## src/srs_pkg.sv

```systemverilog
`default_nettype none
package srs_pkg;
  localparam int REF_CLK_MHZ = 200;
  localparam int MIN_RESET_LOW_NS = 100;
  localparam int MIN_RESET_LOW_CYC = (MIN_RESET_LOW_NS * REF_CLK_MHZ + 999) / 1000;
  localparam int PIN_CNT_W = 8;
  localparam logic [PIN_CNT_W-1:0] PIN_LOW_LAST = PIN_CNT_W'(MIN_RESET_LOW_CYC - 1);
  localparam int CNT_W = 12;
  localparam int STAB_CYC = 4096;
  localparam int VEC_CYC = 64;
  localparam int STOP_REC_LONG_CYC = 4096;
  localparam int STOP_REC_SHORT_CYC = 32;
  localparam logic [CNT_W-1:0] STAB_LAST = CNT_W'(STAB_CYC - 1);
  localparam logic [CNT_W-1:0] VEC_LAST = CNT_W'(VEC_CYC - 1);
  localparam logic [CNT_W-1:0] STOP_REC_LONG_LAST = CNT_W'(STOP_REC_LONG_CYC - 1);
  localparam logic [CNT_W-1:0] STOP_REC_SHORT_LAST = CNT_W'(STOP_REC_SHORT_CYC - 1);
  localparam logic [CNT_W-1:0] CNT_ZERO = 12'h000;
  localparam logic [CNT_W-1:0] CNT_ONE = 12'h001;
  localparam logic [CNT_W-1:0] CNT_FULL = 12'hfff;
  localparam logic [CNT_W-1:0] SERVICE_KEEP = 12'h00f;
  localparam int WDOG_W = 6;
  localparam logic [WDOG_W-1:0] WDOG_ZERO = 6'h00;
  localparam logic [WDOG_W-1:0] WDOG_ONE = 6'h01;
  localparam logic [WDOG_W-1:0] WDOG_FULL = 6'h3f;
  localparam logic [15:0] ADDR_CAUSE = 16'hfe01;
  localparam logic [15:0] ADDR_CONFIG = 16'h001f;
  localparam logic [15:0] ADDR_SERVICE = 16'hffff;
  localparam logic [15:0] VEC_USER = 16'hfffe;
  localparam logic [15:0] VEC_MONITOR = 16'hfefe;
  localparam int CB_POR = 7;
  localparam int CB_PIN = 6;
  localparam int CB_WDOG = 5;
  localparam int CB_ILLEGAL_OPCODE_FLAG = 4;
  localparam int CB_ILLEGAL_ADDRESS_FLAG = 3;
  localparam int CB_MEN = 2;
  localparam int CB_LVI = 1;
  localparam logic [7:0] CAUSE_RESET = 8'h80;
  localparam logic [7:0] DATA_ZERO = 8'h00;
  localparam int CFG_STOP_EN = 0;
  localparam int CFG_SHORT_STOP_RECOVERY = 1;
  localparam int CFG_W = 2;
  localparam logic [CFG_W-1:0] CFG_RESET = 2'h0;
  localparam int SY_POR = 0;
  localparam int SY_LVI = 1;
  localparam int SY_PIN = 2;
  localparam int SY_TST = 3;
  localparam int SY_MEN = 4;
  localparam int SY_WDOG = 5;
  localparam int SY_W = 6;
  localparam logic [SY_W-1:0] SY_RESET = 6'h04;
  typedef enum logic [2:0] {
    ST_STAB,
    ST_VEC,
    ST_PIN,
    ST_RUN,
    ST_WAIT,
    ST_STOP,
    ST_STOP_REC
  } srs_state_e;
endpackage : srs_pkg
`default_nettype wire

```

## src/srs_wdog_if.sv

```systemverilog
`timescale 1ns/1ps
`default_nettype none
interface srs_wdog_if;
  logic tick;
  logic service;
  logic disable_wd;
  logic clear;
  logic overflow;
  modport ctrl (
    output tick,
    output service,
    output disable_wd,
    output clear,
    input overflow
  );
  modport wdog (
    input tick,
    input service,
    input disable_wd,
    input clear,
    output overflow
  );
endinterface : srs_wdog_if
`default_nettype wire

```

## src/srs_wdog.sv

```systemverilog
`timescale 1ns/1ps
`default_nettype none
module srs_wdog (
  input wire logic ref_clk,
  input wire logic rst_n,
  srs_wdog_if.wdog wd
);
  logic [srs_pkg::WDOG_W-1:0] count_q;
  logic ovf_q;

  // overflow is held as a level so the controller can cross it safely
  always_ff @(posedge ref_clk)
  begin
    if (!rst_n || wd.clear)
    begin
      count_q <= srs_pkg::WDOG_ZERO;
    end
    else if (wd.service)
    begin
      count_q <= srs_pkg::WDOG_ZERO;
    end
    else if (wd.tick && !wd.disable_wd)
    begin
      count_q <= count_q + srs_pkg::WDOG_ONE;
    end
  end

  always_ff @(posedge ref_clk)
  begin
    if (!rst_n || wd.clear)
    begin
      ovf_q <= 1'b0;
    end
    else if (wd.tick && !wd.disable_wd && !wd.service && count_q == srs_pkg::WDOG_FULL)
    begin
      ovf_q <= 1'b1;
    end
  end

  assign wd.overflow = ovf_q;
endmodule : srs_wdog
`default_nettype wire

```

## src/srs_top.sv

```systemverilog
// What this block does
// - bus clock is generator output halved
// - power or low voltage: 4096 cycles clocks off
// - then 64 more cycles before cpu release
// - stop exit: count, clocks off until done
// - wait mode stops cpu clock only
// - resets assert internal reset, pick vector
// - internal reset returns registers to defaults
// - reset events clear counter, set cause flag
// - pin low halts; flag after minimum low
// - watchdog overflow captured as asynchronous
// - power-on: pulse, reset, clock on, flags
// - clock generator output enabled at power-on
// - watchdog overflow resets and sets flag
// - top byte write clears watchdog, counter stages
// - counter rollover clocks the watchdog counter
// - watchdog disabled only by test voltage, monitor
// - illegal instruction sets flag and resets
// - stop with stop disabled is illegal opcode
// - only unmapped opcode fetch resets, sets flag
// - twelve bit free running counter
// - short stop recovery uses 32 cycles
//
// Decided for this implementation: the register offsets and the strobed register port.
`timescale 1ns/1ps
`default_nettype none
module srs_top (
  input wire logic ref_clk,
  input wire logic rst_n,
  input wire logic power_on_pulse,
  input wire logic low_voltage_detect,
  input wire logic ext_reset_n,
  input wire logic test_high_voltage,
  input wire logic blank_vector_monitor_reset,
  input wire logic monitor_mode,
  input wire logic cpu_illegal_op,
  input wire logic cpu_opcode_fetch,
  input wire logic cpu_addr_unmapped,
  input wire logic cpu_stop_exec,
  input wire logic cpu_wait_exec,
  input wire logic wake_irq,
  input wire logic [15:0] bus_addr,
  input wire logic [7:0] bus_wr_data,
  input wire logic bus_wr,
  input wire logic bus_rd,
  output logic [7:0] bus_rd_data,
  output logic internal_reset,
  output logic clock_generator_enable,
  output logic clock_generator_output,
  output logic bus_clk,
  output logic cpu_clk,
  output logic periph_clk,
  output logic [15:0] reset_vector_addr,
  output logic watchdog_disabled
);
  srs_pkg::srs_state_e state_q;
  srs_pkg::srs_state_e state_d;
  logic [srs_pkg::SY_W-1:0] async_in;
  logic [srs_pkg::SY_W-1:0] sync1_q;
  logic [srs_pkg::SY_W-1:0] sync2_q;
  logic [srs_pkg::CNT_W-1:0] cnt_q;
  logic [srs_pkg::CNT_W-1:0] cnt_d;
  logic [srs_pkg::CNT_W-1:0] stop_rec_last;
  logic [srs_pkg::PIN_CNT_W-1:0] pin_cnt_q;
  logic [7:0] cause_q;
  logic [7:0] ev;
  logic [srs_pkg::CFG_W-1:0] config_q;
  logic [7:0] rd_data_q;
  logic internal_reset_q;
  logic cge_q;
  logic gen_q;
  logic bus_q;
  logic bus_d;
  logic cpu_clk_q;
  logic periph_clk_q;
  logic pin_low;
  logic pin_ev;
  logic long_ev;
  logic short_ev;
  logic running;
  logic cnt_clr;
  logic service_wr;
  logic wdog_tick;
  logic cpu_on;
  logic periph_on;
  logic wd_disable;

  srs_wdog_if wd_if ();

  // every external reset, test-pin and watchdog source crosses two flops before use; monitor_mode, wake_irq and the cpu status inputs are used directly
  assign async_in[srs_pkg::SY_POR] = power_on_pulse;
  assign async_in[srs_pkg::SY_LVI] = low_voltage_detect;
  assign async_in[srs_pkg::SY_PIN] = ext_reset_n;
  assign async_in[srs_pkg::SY_TST] = test_high_voltage;
  assign async_in[srs_pkg::SY_MEN] = blank_vector_monitor_reset;
  assign async_in[srs_pkg::SY_WDOG] = wd_if.overflow;

  always_ff @(posedge ref_clk)
  begin
    if (!rst_n)
    begin
      sync1_q <= srs_pkg::SY_RESET;
      sync2_q <= srs_pkg::SY_RESET;
    end
    else
    begin
      sync1_q <= async_in;
      sync2_q <= sync1_q;
    end
  end

  assign running = (state_q == srs_pkg::ST_RUN);
  assign pin_low = !sync2_q[srs_pkg::SY_PIN];
  // pin flag is set once, when the low level has lasted the minimum time
  assign pin_ev = pin_low && (pin_cnt_q == srs_pkg::PIN_LOW_LAST);

  // noise on the test pin alone cannot disable the watchdog
  assign wd_disable = sync2_q[srs_pkg::SY_TST] && monitor_mode;
  assign watchdog_disabled = wd_disable;

  always_comb
  begin
    ev = srs_pkg::DATA_ZERO;
    ev[srs_pkg::CB_POR] = sync2_q[srs_pkg::SY_POR];
    ev[srs_pkg::CB_LVI] = sync2_q[srs_pkg::SY_LVI];
    ev[srs_pkg::CB_PIN] = pin_ev;
    ev[srs_pkg::CB_WDOG] = sync2_q[srs_pkg::SY_WDOG]
      && (running || state_q == srs_pkg::ST_WAIT);
    ev[srs_pkg::CB_MEN] = sync2_q[srs_pkg::SY_MEN] && running;
    ev[srs_pkg::CB_ILLEGAL_OPCODE_FLAG] = running && (cpu_illegal_op
      || (cpu_stop_exec && !config_q[srs_pkg::CFG_STOP_EN]));
    ev[srs_pkg::CB_ILLEGAL_ADDRESS_FLAG] = running && cpu_opcode_fetch && cpu_addr_unmapped;
  end

  assign long_ev = ev[srs_pkg::CB_POR] || ev[srs_pkg::CB_LVI];
  assign short_ev = ev[srs_pkg::CB_WDOG] || ev[srs_pkg::CB_MEN] || ev[srs_pkg::CB_ILLEGAL_OPCODE_FLAG]
                    || ev[srs_pkg::CB_ILLEGAL_ADDRESS_FLAG];

  assign stop_rec_last = config_q[srs_pkg::CFG_SHORT_STOP_RECOVERY] ? srs_pkg::STOP_REC_SHORT_LAST
                                                      : srs_pkg::STOP_REC_LONG_LAST;

  always_comb
  begin
    state_d = state_q;
    if (long_ev)
    begin
      state_d = srs_pkg::ST_STAB;
    end
    else if (pin_low && state_q != srs_pkg::ST_STAB)
    begin
      state_d = srs_pkg::ST_PIN;
    end
    else if (short_ev && state_q != srs_pkg::ST_STAB)
    begin
      state_d = srs_pkg::ST_VEC;
    end
    else
    begin
      case (state_q)
        srs_pkg::ST_STAB:
        begin
          if (cnt_q == srs_pkg::STAB_LAST)
          begin
            state_d = srs_pkg::ST_VEC;
          end
        end
        srs_pkg::ST_VEC:
        begin
          if (cnt_q == srs_pkg::VEC_LAST)
          begin
            state_d = srs_pkg::ST_RUN;
          end
        end
        srs_pkg::ST_PIN:
        begin
          state_d = srs_pkg::ST_VEC;
        end
        srs_pkg::ST_RUN:
        begin
          if (cpu_stop_exec && config_q[srs_pkg::CFG_STOP_EN])
          begin
            state_d = srs_pkg::ST_STOP;
          end
          else if (cpu_wait_exec)
          begin
            state_d = srs_pkg::ST_WAIT;
          end
        end
        srs_pkg::ST_WAIT:
        begin
          if (wake_irq)
          begin
            state_d = srs_pkg::ST_RUN;
          end
        end
        srs_pkg::ST_STOP:
        begin
          if (wake_irq)
          begin
            state_d = srs_pkg::ST_STOP_REC;
          end
        end
        srs_pkg::ST_STOP_REC:
        begin
          if (cnt_q == stop_rec_last)
          begin
            state_d = srs_pkg::ST_RUN;
          end
        end
        default:
        begin
          state_d = srs_pkg::ST_STAB;
        end
      endcase
    end
  end

  always_ff @(posedge ref_clk)
  begin
    if (!rst_n)
    begin
      state_q <= srs_pkg::ST_STAB;
    end
    else
    begin
      state_q <= state_d;
    end
  end

  // a held low-voltage level keeps clearing, so recovery starts on its release
  assign cnt_clr = long_ev
                   || ((state_d != state_q) && (state_d == srs_pkg::ST_STAB
                   || state_d == srs_pkg::ST_VEC || state_d == srs_pkg::ST_STOP
                   || state_d == srs_pkg::ST_STOP_REC));

  assign service_wr = bus_wr && (bus_addr == srs_pkg::ADDR_SERVICE) && !internal_reset_q;

  always_comb
  begin
    if (cnt_clr)
    begin
      cnt_d = srs_pkg::CNT_ZERO;
    end
    else if (state_q == srs_pkg::ST_STOP)
    begin
      cnt_d = cnt_q;
    end
    else if (service_wr)
    begin
      cnt_d = cnt_q & srs_pkg::SERVICE_KEEP;
    end
    else
    begin
      cnt_d = cnt_q + srs_pkg::CNT_ONE;
    end
  end

  // counter steps on ref_clk rising edge; one edge per source cycle either way
  always_ff @(posedge ref_clk)
  begin
    if (!rst_n)
    begin
      cnt_q <= srs_pkg::CNT_ZERO;
    end
    else
    begin
      cnt_q <= cnt_d;
    end
  end

  assign wdog_tick = (cnt_q == srs_pkg::CNT_FULL) && !cnt_clr && !service_wr
                     && (running || state_q == srs_pkg::ST_WAIT);

  assign wd_if.tick = wdog_tick;
  assign wd_if.service = service_wr;
  assign wd_if.disable_wd = wd_disable;
  assign wd_if.clear = internal_reset_q;

  srs_wdog u_wdog (
    .ref_clk(ref_clk),
    .rst_n(rst_n),
    .wd(wd_if.wdog)
  );

  always_ff @(posedge ref_clk)
  begin
    if (!rst_n)
    begin
      pin_cnt_q <= '0;
    end
    else if (!pin_low)
    begin
      pin_cnt_q <= '0;
    end
    else if (pin_cnt_q <= srs_pkg::PIN_LOW_LAST)
    begin
      pin_cnt_q <= pin_cnt_q + 1'b1;
    end
    else
    begin
      // parked one past the last count so a long low cannot wrap and fire again
      pin_cnt_q <= pin_cnt_q;
    end
  end

  // power-on wipes older causes; simultaneous causes all stay set
  always_ff @(posedge ref_clk)
  begin
    if (!rst_n)
    begin
      cause_q <= srs_pkg::CAUSE_RESET;
    end
    else if (ev[srs_pkg::CB_POR])
    begin
      cause_q <= ev;
    end
    else
    begin
      cause_q <= cause_q | ev;
    end
  end

  always_ff @(posedge ref_clk)
  begin
    if (!rst_n || internal_reset_q)
    begin
      config_q <= srs_pkg::CFG_RESET;
    end
    else if (bus_wr && bus_addr == srs_pkg::ADDR_CONFIG)
    begin
      config_q <= bus_wr_data[srs_pkg::CFG_W-1:0];
    end
  end

  always_ff @(posedge ref_clk)
  begin
    if (!rst_n)
    begin
      rd_data_q <= srs_pkg::DATA_ZERO;
    end
    else if (bus_rd && bus_addr == srs_pkg::ADDR_CAUSE)
    begin
      rd_data_q <= cause_q;
    end
    else if (bus_rd && bus_addr == srs_pkg::ADDR_CONFIG)
    begin
      rd_data_q <= {6'h00, config_q};
    end
    else
    begin
      rd_data_q <= srs_pkg::DATA_ZERO;
    end
  end

  assign bus_rd_data = rd_data_q;

  always_ff @(posedge ref_clk)
  begin
    if (!rst_n)
    begin
      internal_reset_q <= 1'b1;
    end
    else
    begin
      internal_reset_q <= (state_d == srs_pkg::ST_STAB) || (state_d == srs_pkg::ST_VEC)
                || (state_d == srs_pkg::ST_PIN);
    end
  end

  assign internal_reset = internal_reset_q;
  assign reset_vector_addr = monitor_mode ? srs_pkg::VEC_MONITOR : srs_pkg::VEC_USER;

  always_ff @(posedge ref_clk)
  begin
    if (!rst_n)
    begin
      cge_q <= 1'b0;
    end
    else
    begin
      cge_q <= 1'b1;
    end
  end

  assign clock_generator_enable = cge_q;

  // generator output is ref_clk halved, bus clock halves it again
  assign bus_d = bus_q ^ gen_q;

  always_ff @(posedge ref_clk)
  begin
    if (!rst_n)
    begin
      gen_q <= 1'b0;
      bus_q <= 1'b0;
    end
    else
    begin
      gen_q <= !gen_q && cge_q;
      bus_q <= bus_d;
    end
  end

  assign cpu_on = (state_d == srs_pkg::ST_RUN) || (state_d == srs_pkg::ST_VEC);
  assign periph_on = cpu_on || (state_d == srs_pkg::ST_WAIT);

  always_ff @(posedge ref_clk)
  begin
    if (!rst_n)
    begin
      cpu_clk_q <= 1'b0;
      periph_clk_q <= 1'b0;
    end
    else
    begin
      cpu_clk_q <= bus_d && cpu_on;
      periph_clk_q <= bus_d && periph_on;
    end
  end

  assign clock_generator_output = gen_q;
  assign bus_clk = bus_q;
  assign cpu_clk = cpu_clk_q;
  assign periph_clk = periph_clk_q;
endmodule : srs_top
`default_nettype wire

```

## config.mk

```make
export PLATFORM = sky130hd
export DESIGN_NAME = srs_top
export DESIGN_NICKNAME = d
export VERILOG_FILES = /design/src/srs_pkg.sv /design/src/srs_wdog_if.sv /design/src/srs_wdog.sv /design/src/srs_top.sv
export SDC_FILE = /design/constraint.sdc
export NUM_CORES = 1
export LEC_CHECK = 0
export ABC_AREA = 1
export BUFFER_PORTS_ARGS = -buffer_cell sky130_fd_sc_hd__clkbuf_2
export CAP_MARGIN = 40
export CELL_PAD_IN_SITES_DETAIL_PLACEMENT = 1
export CELL_PAD_IN_SITES_GLOBAL_PLACEMENT = 2
export CORE_ASPECT_RATIO = 0.5
export CORE_MARGIN = 2
export CORE_UTILIZATION = 25
export DETAILED_ROUTE_END_ITERATION = 6
export HOLD_SLACK_MARGIN = 0.05
export PLACE_DENSITY = 0.67
export SYNTH_ARGS = -nofsm -noshare
export SYNTH_HDL_FRONTEND = slang
export SYNTH_HIERARCHICAL = 1
export SYNTH_SLANG_ARGS = --single-unit
export TNS_END_PERCENT = 1
```

## constraint.sdc

```tcl
create_clock -name ref_clk -period 2.6 [get_ports ref_clk]
set_input_delay 0.26 -clock ref_clk [delete_from_list [all_inputs] [get_ports ref_clk]]
set_output_delay 0.26 -clock ref_clk [all_outputs]
set_load 0.02 [all_outputs]
```

# Word level (Yosys, flattened, before mapping)
# Cells that the tools add are included.
dict set report totals {
  register_bits 66
  out_inout_bits 31
  in_bits 40
}
dict set report classes {
  n_bitwise 5
  addsub 3
  magnitude_cmp 1
  n_mux 18
  reduce_logical 56
  n_eq_ne 21
}
# cell n
set ops {}
lappend ops {{$eq A16 B16 Y1 const B} 2}
lappend ops {{$mux W3} 10}
lappend ops {{$logic_and A1 B1 Y1} 26}
lappend ops {{$mux W12} 2}
lappend ops {{$pmux W3 S7} 1}
lappend ops {{$eq A3 B3 Y1 const B} 6}
lappend ops {{$eq A16 B5 Y1 const B} 1}
lappend ops {{$logic_or A1 B1 Y1} 14}
lappend ops {{$add A12 B1 Y12 const B} 1}
lappend ops {{$eq A12 B12 Y1} 1}
lappend ops {{$eq A12 B12 Y1 const B} 1}
lappend ops {{$eq A12 B6 Y1 const B} 1}
lappend ops {{$eq A3 B2 Y1 const B} 4}
lappend ops {{$mux W9} 1}
lappend ops {{$add A8 B1 Y8 const B} 1}
lappend ops {{$eq A8 B5 Y1 const B} 1}
lappend ops {{$le A8 B5 Y1 const B} 1}
lappend ops {{$logic_not A1 Y1} 8}
lappend ops {{$mux W8} 1}
lappend ops {{$or A8 B8 Y8} 1}
lappend ops {{$reduce_or A2 Y1} 4}
lappend ops {{$mux W7} 1}
lappend ops {{$add A6 B1 Y6 const B} 1}
lappend ops {{$eq A3 B1 Y1 const B} 2}
lappend ops {{9 further kinds} 12}

# Longest topological paths before layout
# Gate-level depths: netlist (run 1).
dict set report depth {
  ltp_word 23
  ltp_mapped 22
  ltp_nobuf 21
}

# Cells and area by module
# The synthesis (run 1) kept the hierarchy.
# module instances cells_per_inst area_each_um2
set by_module_without_submodules {}
lappend by_module_without_submodules {srs_top 1 401 2901.5}
lappend by_module_without_submodules {srs_wdog 1 50 347.8}

# Worst setup path after synthesis (run 1)
# OpenSTA, ideal clock, no wires.
dict set report synth_timing {
  kind {reg-to-reg}
  startpoint {register cnt_q[0] (netlist bit)}
  endpoint {register u_wdog/count_q[4] (netlist bit)}
  required_time_ps 2487
  slack_ps 482
  path_buffers 0
  stages_incl_launch_ff 20
  setup_ps 113
  t_arrival_ps 2006
  path_cell_list {dfxtp_1 ha_1 nand2_1 nor3_1 nand3_1 nand2_1 nand2_1 nand2_2 nand2_2 nand2_1 nand2_1 nor2_1 nand2_1 nand2_2 and3_1 nand3_1 nor2_2 nand2_1 nand2_1 nor2_1}
}
dict set report synth_via {
  elab_chain_cells 17
  word_cells_on_any_way 25
  cone_classes {eq/ne (7); mux (7); reduce/logical (11)}
}
# item line
set synth_lines {}
lappend synth_lines {{start, declared} srs_top.sv:61} ;# logic [srs_pkg::CNT_W-1:0] cnt_q;
lappend synth_lines {{start signal, assigned} srs_top.sv:263} ;# cnt_q <= srs_pkg::CNT_ZERO;
lappend synth_lines {{start signal, assigned} srs_top.sv:267} ;# cnt_q <= cnt_d;
lappend synth_lines {{$eq A12 B12 Y1 (tied with other cells)} srs_top.sv:205} ;# if (cnt_q == stop_rec_last)
lappend synth_lines {{$mux W3 (on tied branches)} {srs_top.sv:205, srs_top.sv:162, srs_top.sv:169}}
lappend synth_lines {{$pmux W3 S7} srs_top.sv:159} ;# case (state_q)
lappend synth_lines {{$mux W3} srs_top.sv:153} ;# else if (short_ev && state_q != srs_pkg::ST_STAB)
lappend synth_lines {{$mux W3} srs_top.sv:149} ;# else if (pin_low && state_q != srs_pkg::ST_STAB)
lappend synth_lines {{$mux W3} srs_top.sv:145} ;# if (long_ev)
lappend synth_lines {{$eq A3 B1 Y1 / $logic_not A3 Y1 (equally long branches)} {srs_top.sv:233, srs_top.sv:232}}
lappend synth_lines {{$logic_or A1 B1 Y1 (2 in series)} srs_top.sv:233} ;# || state_d == srs_pkg::ST_VEC || state_d == srs_pkg::ST_STOP
lappend synth_lines {{$logic_or A1 B1 Y1} srs_top.sv:234} ;# || state_d == srs_pkg::ST_STOP_REC));
lappend synth_lines {{$logic_and A1 B1 Y1} srs_top.sv:232} ;# || ((state_d != state_q) && (state_d == srs_pkg::ST_STAB
lappend synth_lines {{$logic_or A1 B1 Y1} srs_top.sv:232}
lappend synth_lines {{$logic_not A1 Y1} srs_top.sv:271} ;# assign wdog_tick = (cnt_q == srs_pkg::CNT_FULL) && !cnt_clr && !service_wr
lappend synth_lines {{$logic_and A1 B1 Y1 (*) (2 in series)} srs_top.sv:271}
lappend synth_lines {{$logic_and A1 B1 Y1 (*)} srs_top.sv:272} ;# && (running || state_q == srs_pkg::ST_WAIT);
lappend synth_lines {{named net wd_if.tick} srs_wdog_if.sv:4} ;# logic tick;
lappend synth_lines {{$logic_and A1 B1 Y1 (*)} srs_wdog.sv:22} ;# else if (wd.tick && !wd.disable_wd)
lappend synth_lines {{end signal, assigned} srs_wdog.sv:16} ;# count_q <= srs_pkg::WDOG_ZERO;
lappend synth_lines {{end signal, assigned} srs_wdog.sv:20} ;# count_q <= srs_pkg::WDOG_ZERO;
lappend synth_lines {{end signal, assigned} srs_wdog.sv:24} ;# count_q <= count_q + srs_pkg::WDOG_ONE;
lappend synth_lines {{end, declared} srs_wdog.sv:8} ;# logic [srs_pkg::WDOG_W-1:0] count_q;
# The timed path passes the listed nets; every way through them passes the cells marked *.
# A chain may end at the register's enable or synchronous reset.

# Worst setup path after layout (run 1)
dict set report layout_timing {
  startpoint {register cnt_q[1] (netlist bit)}
  endpoint {register u_wdog/count_q[5] (netlist bit)}
}
# The elaborated chain is that of the path after synthesis.

==> results of run 1 <==
[per-stage QoR]
stage	power, mW	std cells	area (µm²)	worst slack (ns)
CTS	2.418	684	3948	0.03104
detailed placement	1.167	668	3642	0.05009
global placement	1.165	668	3642	0.1201
finish	2.374	684	3980	0.2938
global route	2.476	684	3980	-0.01298
floorplan	1.133	464	3298	0.4815
[registers in the layout (all words and copies together), names as in the netlist, 2 cells and up]
| name | flops |
|---|---|
| cnt_q | 12 |
| bus_rd_data | 8 |
| pin_cnt_q | 8 |
| cause_q | 7 |
| sync1_q | 6 |
| sync2_q | 6 |
| u_wdog/count_q | 6 |
| state_q | 3 |
| config_q | 2 |
[logic make-up after synthesis]
group,after synthesis
multiplexers,1
flip-flops,65
other,2
XOR/XNOR,13
AO/OA/AOI/OAI,33
AND/OR/NAND/NOR,233
adder cells (fa/ha/maj),3
buffers and inverters,101
[placed cells by master (no fill, tap or decap), types with 2 or more instances in the layout]
cell type	count
nor3_1	8
a21oi_1	16
nand3_1	31
nor2_1	52
nand3_2	4
o21ai_0	14
clkbuf_2	49
dfxtp_2	3
conb_1	15
inv_1	72
xnor2_1	2
nand2_2	11
dfxtp_1	62
inv_2	5
clkinv_2	2
xor2_1	11
clkinv_4	2
nand2_1	80
buf_4	8
nand4_1	8
nor2_4	8
nor4_1	4
clkbuf_16	9
nor2_2	15
nand3b_1	2
ha_1	2
or2_2	3
[layer usage]
metal / GRT usage, % / routed length [µm] / up-vias
met5: 0 / 0 / -
met4: 3.320 / 90 / 0
met3: 2.964 / 221 / 9
met2: 19.28 / 3495 / 37
met1: 16.10 / 4097 / 1277
li1: - / - / 1484
[how the worst max path moves through the flow]
| stage | startpoint | endpoint | slack, ns | cells past startpoint |
|---|---|---|---|---|
| after floorplan | cnt_q[0] | u_wdog/count_q[4] | 0.48 | 19 |
| after global placement | cnt_q[0] | u_wdog/count_q[3] | 0.12 | 19 |
| after detailed placement | cnt_q[0] | u_wdog/count_q[5] | 0.05 | 19 |
| after CTS | cnt_q[0] | u_wdog/count_q[5] | 0.03 | 19 |
| after global routing | cnt_q[1] | u_wdog/count_q[5] | -0.01 | 19 |
| final | cnt_q[1] | u_wdog/count_q[5] | 0.29 | 19 |
[cell type report]
cell class	instances	area share [%]
Multi-Input combinational cell	298	39.11
Clock inverter	6	1.666
Clock buffer	10	6.004
Tap cell	170	5.344
Timing Repair Buffer	57	7.671
Inverter	78	7.419
Sequential cell	65	32.79
[worst min-delay path, cell delays in order]
cell	delay (ns)
clkbuf_2	0.07
nand2_1	0.04
inv_1	0.04
[power by group through the flow]
stage,clock [mW],sequential (mW),combinational (mW)
2_1_floorplan,0,1.04,0.0887
6_report,1.23,1.02,0.123
4_1_cts,1.27,1.02,0.125
3_3_place_gp,0,1.04,0.123
5_1_grt,1.32,1.02,0.137
3_5_place_dp,0,1.04,0.124
[repair_timing]
action                     4_1_cts  5_1_grt
setup endpoints to repair        0        7
hold buffers                     0        0
resized for setup                0       11
==> results_dict.tcl, run 1 <==
set metrics [dict create \
    crit_fanout 6 \
    pwr-share-clk_pct 51.8 \
    synth_mux_area_share_pct 0.3080 \
    grt_pass1_wl_um 13190 \
    cts_buffers 9 \
    routed_wl_um 7904 \
    worstHoldPathType "in -> reg" \
    cts_buffer_depth 2 \
    arrival_ns 2.53 \
    synth_adder_area_share_pct 1.155 \
    clock_latency_ns 0.33 \
    combPwrFrac_pct 5.2 \
    final-max-slew-violation-count 0 \
    avgSynthCellArea_um2 7.205 \
    postSynth.asyncResetShare_pct 0 \
    synth_commonest_cells "81 x nand2_1, 72 x inv_1, 65 x dfxtp_1, 53 x nor2_1, 31 x nand3_1" \
    vias 2807 \
    max_freq_mhz 433.6 \
    run_status "complete, no violations" \
    swShare_pct 23.15 \
    drive_above_1_share_pct 24.90 \
    fp.coreArea_um2 12660 \
    hold_path_depth 3 \
    maxCapViolations 0 \
    multiInputGateArea_um2 1556 \
    yosys-top-cells-area "dfxtp_1 40%, nand2_1 9.4%, inv_1 8.3%" \
    post_cts_buffers 0 \
    skew_ns 0.006750 \
    crit_path_max_incr_delay_ns 0.35 \
    crit_path_end_kind "register" \
    criticalPathCategory "reg -> reg" \
    cts_root_buf "clkbuf_16" \
    worst_pin_slew_ns 0.5058 \
    drtAntennaViolNets 0 \
    critical_path_buf_inv_count 0 \
    slew_headroom_pct 65.97 \
    period_needed_ns 2.306 \
    yosysWarnings 6 \
    finalCritPeriodShare_pct 88.70 \
    gp_congestion 0.7483 \
    die_x_um 165.2 \
    rows 29 \
    n_fill_cell 1572 \
    p_leak_nw 1.809 \
    synth_edf_count 0 \
    setup_violations 0 \
    synth_ff_type "dfxtp_1" \
    hold_slack_ns 0.1166 \
    required_ns 2.82 \
    grt_pass1_vias 2760 \
    synth.most_common_cell "nand2_1" \
    critical_path.cell_chain "ha_2 -> nand2_2 -> nor3_4 -> nand3_1 -> nand2_1 -> nand2_1 -> nand2_2 -> nand2_2 -> nand2_1 -> nand2_1 -> nor2_1 -> nand2_1 -> nand2_2 -> and3_4 -> nand2_2 -> nor2_2 -> nand3_1 -> nand2_1 -> nor2_1" \
    detail_route.wl_per_cell_um 11.56 \
    synth_top_family_by_area "simple AND/OR/NAND/NOR gates" \
    grt_max_degree 18 \
    setup_tns_ns 0 \
    critPathLaunchType "register" \
    diodes 0 \
    p_int_mw 1.825 \
    synth-xor-area-share_pct 3.504 \
    path_clk_slew_ns 0.06 \
    cts_sinks 65 \
    io_buffers 49 \
    peakVddDrop_mv 0.2098 \
    synth-compound-area-share_pct 5.391 \
    yosys_register_bits 65 \
    syn_area_um2 3249 \
    synthToLayoutAreaGrowth_pct 22.49 \
    seq_area_um2 1305 \
    drc 0 \
    start_util_pct 25.66 \
    first_pass_iters 4 \
    utilization_pct 31.43 \
    synth_top_cell_by_area "dfxtp_1" \
    r2r_slack_ns 0.29 \
    cpMostUsedCell "nand2_1" \
    viasPerCell 4.104 \
    synthSimpleGateAreaFrac_pct 34.92 \
    path_delay_family "simple AND/OR/NAND/NOR gates" \
    r2r_end "u_wdog/count_q[5]" \
    die-area_um2 13980 \
    hold_end "sync1_q[1]" \
    synth_seq_area_share_pct 40.05 \
    hpwl_um 6131 \
    hp-start "low_voltage_detect" \
    netlist_instances 451 \
    cellPowerDensity_nw_per_um2 596.6 \
    nets 552 \
    yosysTopAreaCellShare_pct 40.05 \
    synth_cell_type_count 35 \
    worst-r2r-cell-count 19 \
    critPathSlowestCell "dfxtp_1" \
    overflow 0 \
    ioPinCount 71 \
    grt_usage_pct 12.02 \
    drtIter0Drc 73 \
    htreeDepth 3 \
    switching_power_mw 0.5496 \
    die_y_um 84.62 \
    p_seq_share_pct 43.0 \
    antenna_found_initial 0 \
    cts_tree "built" \
    timing.rr.start "cnt_q[1]" \
    final_hold_viol_count 0 \
]
(Power assumes the default switching activity.)
==> inputs of run 2 (changes only) <==
CTS_BUF_LIST = sky130_fd_sc_hd__clkbuf_8   (was default)
==> results_dict.tcl, run 2 (synthesis gave the netlist of run 1 again) <==
set metrics [dict create \
    run_status "complete, no violations" \
    cts_root_buf "clkbuf_8" \
    cpMostUsedCell "nand2_1" \
    cts.hold.buffers_added 0 \
    slew_headroom_pct 65.96 \
    die_x_um 165.2 \
    synthToLayoutAreaGrowth_pct 19.37 \
    setup_violations 0 \
    htreeDepth 3 \
    post_cts_buffers 0 \
    viasPerCell 4.082 \
    detail_route.wl_per_cell_um 11.60 \
    max_freq_mhz 433.3 \
    die-area_um2 13980 \
    skew_ns 0.009963 \
    hold_slack_ns 0.09123 \
    cts_resized 0 \
    period_needed_ns 2.308 \
    diodes 0 \
    arrival_ns 2.56 \
    multiInputGateArea_um2 1556 \
    final_hold_viol_count 0 \
    setup_tns_ns 0 \
    grt_pass1_vias 2743 \
    critPathSlowestCell "dfxtp_1" \
    place_ws_ns 0.05009 \
    finalCritPeriodShare_pct 88.76 \
    crit_path_max_incr_delay_ns 0.36 \
    crit_path_end_kind "register" \
    cellPowerDensity_nw_per_um2 526.7 \
    drive_above_1_share_pct 24.90 \
    fin_total_pwr_mw 2.043 \
    drc 0 \
    cts_sinks 65 \
    peakVddDrop_mv 0.1643 \
    cts_buffers 9 \
    final_cell_mix "80 x nand2_1, 72 x inv_1, 62 x dfxtp_1, 52 x nor2_1, 49 x clkbuf_2" \
    final-max-slew-violation-count 0 \
    largest_register_ffs 12 \
    ioPinCount 71 \
    crit_fanout 6 \
    worstHoldPathType "in -> reg" \
    hpwl_um 6131 \
    routed_wl_um 7937 \
    nets 552 \
    top_register "cnt_q" \
    vias 2792 \
    drtIter0Drc 60 \
    die_y_um 84.62 \
    io_buffers 49 \
    antenna_found_initial 0 \
    gp_congestion 0.7483 \
    critPathLaunchType "register" \
    timing.final.ws_setup_ns 0.2921 \
    path_delay_family "simple AND/OR/NAND/NOR gates" \
    grt_pass1_wl_um 13190 \
    n_fill_cell 1574 \
    maxCapViolations 0 \
    critical_path.cell_chain "ha_2 -> nand2_2 -> nor3_4 -> nand3_1 -> nand2_1 -> nand2_1 -> nand2_2 -> nand2_2 -> nand2_1 -> nand2_1 -> nor2_1 -> nand2_1 -> nand2_2 -> and3_4 -> nand2_2 -> nor2_2 -> nand3_1 -> nand2_1 -> nor2_1" \
    required_ns 2.85 \
    grt_max_degree 18 \
    clock_latency_ns 0.35 \
    drtAntennaViolNets 0 \
    first_pass_iters 4 \
    cts_buffer_depth 2 \
    cts_tree "built" \
    final_common_cell "nand2_1" \
    seq_area_um2 1305 \
    fp.coreArea_um2 12660 \
    overflow 0 \
    critical_path_buf_inv_count 0 \
    p_leak_nw 1.763 \
    worst_pin_slew_ns 0.5059 \
    rows 29 \
    start_util_pct 25.66 \
    path_clk_slew_ns 0.08 \
    grt_usage_pct 12.12 \
    criticalPathCategory "reg -> reg" \
]
run 2: path summary, 6_finish.rpt:
path,start,to,slack [ns],depth (start not counted)
hold / removal,test_high_voltage,sync1_q[3],0.09,3
hold reg to reg,sync1_q[5],sync2_q[5],0.42,2
setup / recovery,cnt_q[1],u_wdog/count_q[5],0.29,19
setup reg to reg,cnt_q[1],u_wdog/count_q[5],0.29,19
run 2: layout make-up:
cell class	count	share of cell area [%]
clock buffers	10	3.548
well taps	170	5.484
repair buffers	57	7.871
multi-input cells	298	40.13
clock inverters	6	1.710
inverters	78	7.613
flip-flops and latches	65	33.65
run 2: metrics by stage:
stage	cell area, µm²	instances	utilization (%)
floorplan	3298	464	-
global placement	3642	668	28.76
detailed placement	3642	668	28.76
CTS	3846	684	30.37
global route	3879	684	30.63
finish	3879	684	30.63
run 2: layer usage:
layer / up-vias / part of all wire (%) / global-route usage (%)
met2: 34 / 45 / 19.28
met3: 10 / 2.9 / 3.261
met4: 0 / 1.2 / 3.557
met1: 1267 / 51 / 16.10
li1: 1481 / - / -
met5: - / 0 / 0
run 2: power breakdown:
group	internal (mW)	switching, mW	total, mW
Clock	0.472	0.428	0.901
Sequential	1.01	0.00921	1.02
Combinational	0.0421	0.0811	0.123
run 2: worst min-delay path, cell delays in order:
cell and delay, ns:
clkbuf_2 0.07, nand2_1 0.04, inv_1 0.04
==> inputs of run 3 (changes only) <==
--- a/config.mk
+++ b/config.mk
@@ -12,8 +12,8 @@
 export CELL_PAD_IN_SITES_GLOBAL_PLACEMENT = 2
 export CORE_ASPECT_RATIO = 0.5
-export CORE_MARGIN = 2
 export CORE_UTILIZATION = 25
 export CTS_BUF_LIST = sky130_fd_sc_hd__clkbuf_8
 export DETAILED_ROUTE_END_ITERATION = 6
+export GPL_TIMING_DRIVEN = 0
 export HOLD_SLACK_MARGIN = 0.05
 export PLACE_DENSITY = 0.67
==> constraint.sdc (replaced) <==
create_clock -name ref_clk -period 2.6 [get_ports ref_clk]
set_input_delay 0.13 -clock ref_clk [delete_from_list [all_inputs] [get_ports ref_clk]]
set_output_delay 0.13 -clock ref_clk [all_outputs]
set_load 0.02 [all_outputs]
==> results_dict.tcl, run 3 (synthesis gave the netlist of run 1 again) <==
set metrics [dict create \
    viasPerCell 4.134 \
    swShare_pct 24.18 \
    grt_usage_pct 12.95 \
    final-max-slew-violation-count 0 \
    p_int_mw 1.606 \
    synthToLayoutAreaGrowth_pct 25.38 \
    clock_latency_ns 0.35 \
    hp-start "bus_wr_data[0]" \
    maxCapViolations 0 \
    io_buffers 49 \
    switching_power_mw 0.5121 \
    timing.rr.start "cnt_q[0]" \
    cts_sinks 65 \
    ioPinCount 71 \
    worst_pin_slew_ns 0.5267 \
    cellPowerDensity_nw_per_um2 519.9 \
    max_freq_mhz 428.2 \
    cts_buffer_depth 2 \
    drtIter0Drc 70 \
    critPathLaunchType "register" \
    die_x_um 163.2 \
    cts_buffers 9 \
    p_leak_nw 1.860 \
    worstHoldPathType "in -> reg" \
    grt_pass1_wl_um 13430 \
    grt_pass1_vias 2893 \
    detail_route.wl_per_cell_um 11.30 \
    rows 29 \
    fin_total_pwr_mw 2.118 \
    fp.coreArea_um2 12660 \
    rsz0062_at_grt "no" \
    drive_above_1_share_pct 25.51 \
    crit_path_end_kind "register" \
    path_clk_slew_ns 0.07 \
    top_register "cnt_q" \
    htreeDepth 3 \
    cts_tree "built" \
    finalCritPeriodShare_pct 89.81 \
    cts_root_buf "clkbuf_8" \
    routed_wl_um 7989 \
    hpwl_um 6287 \
    setup_tns_ns 0 \
    antenna_found_initial 0 \
    peakVddDrop_mv 0.1719 \
    gp_congestion 0.7609 \
    period_needed_ns 2.335 \
    combPwrFrac_pct 7.1 \
    instances_no_fill 707 \
    grt_max_degree 12 \
    slew_headroom_pct 64.57 \
    startpoint "cnt_q[0]" \
    dp.cells 684 \
    final_common_cell "nand2_1" \
    place_ws_ns 0.03843 \
    final_hold_viol_count 0 \
    first_pass_iters 4 \
    skew_ns 0.004297 \
    vias 2923 \
    timing.final.ws_setup_ns 0.2649 \
    die_y_um 82.62 \
    run_status "complete, no violations" \
    largest_register_ffs 12 \
    setup_violations 0 \
    criticalPathCategory "reg -> reg" \
    start_util_pct 25.66 \
    final_cell_mix "80 x nand2_1, 73 x inv_1, 64 x dfxtp_1, 52 x nor2_1, 49 x clkbuf_2" \
    overflow 0 \
    pwr-share-clk_pct 44.8 \
    arrival_ns 2.58 \
    diodes 0 \
    nets 576 \
    die-area_um2 13490 \
    drc 0 \
    required_ns 2.85 \
    crit_fanout 5 \
    p_seq_share_pct 48.1 \
    utilization_pct 32.17 \
    drtAntennaViolNets 0 \
]
-- run 3: final timing paths --
path | end | slack (ns) | cells after the start
min | config_q[0] | 0.09 | 3
max | u_wdog/count_q[4] | 0.26 | 18
max reg2reg | u_wdog/count_q[4] | 0.26 | 18
min reg2reg | sync2_q[2] | 0.41 | 1
-- run 3: what timing repair did --
item,CTS,global route
endpoints found under the setup margin,0,7
resized for setup,0,7
setup buffers,0,1
hold buffers,7,0
endpoints found under the hold margin,7,0
-- run 3: worst max-delay path, stage by stage (launching register included) --
cell     delay [ns]
dfxtp_2        0.34
ha_1           0.21
nand2_2        0.14
nor2_4         0.06
nand3_1        0.11
nand2_1        0.06
a21oi_1        0.13
nand3_1        0.12
nand2_2        0.13
nand3_2        0.08
nand2_1        0.09
inv_2          0.03
nand2_2        0.07
and3_2         0.23
nand3_1        0.14
nor2_2         0.12
nand2_1        0.07
nand2_1        0.06
nor2_1         0.03
-- run 3: metal layers --
metal  share of wire [%]  GRT usage [%]
met1                  50          15.77
met2                  46          22.42
met3                 3.2          3.596
met4                 1.1          3.925
met5                   0              0
-- run 3: final cells by class --
cell class | count | area (µm²)
Buffer | 23 | 173.9
Clock buffer | 9 | 123.9
Clock inverter | 6 | 85.08
Fill cell | 1591 | 8589
Inverter | 78 | 295.3
Multi-Input combinational cell | 298 | 1550
Sequential cell | 65 | 1303
Tap cell | 170 | 212.7
Timing Repair Buffer | 58 | 330.3
-- run 3: power groups by stage --
stage / sequential [mW] / clock [mW] / combinational [mW]
after floorplan: 1.04 / 0 / 0.0887
after global placement: 1.04 / 0 / 0.142
after detailed placement: 1.04 / 0 / 0.143
after CTS: 1.02 / 0.992 / 0.152
after global routing: 1.02 / 1.03 / 0.168
final: 1.02 / 0.949 / 0.150
-- run 3: through the flow --
stage	instance area, µm²	hold WS [ns]
6_report	4074	0.09017
5_1_grt	4074	0.1182
4_1_cts	4043	0.07199
3_5_place_dp	3764	0.2817
3_3_place_gp	3756	0.2772
2_1_floorplan	3298	0.1577
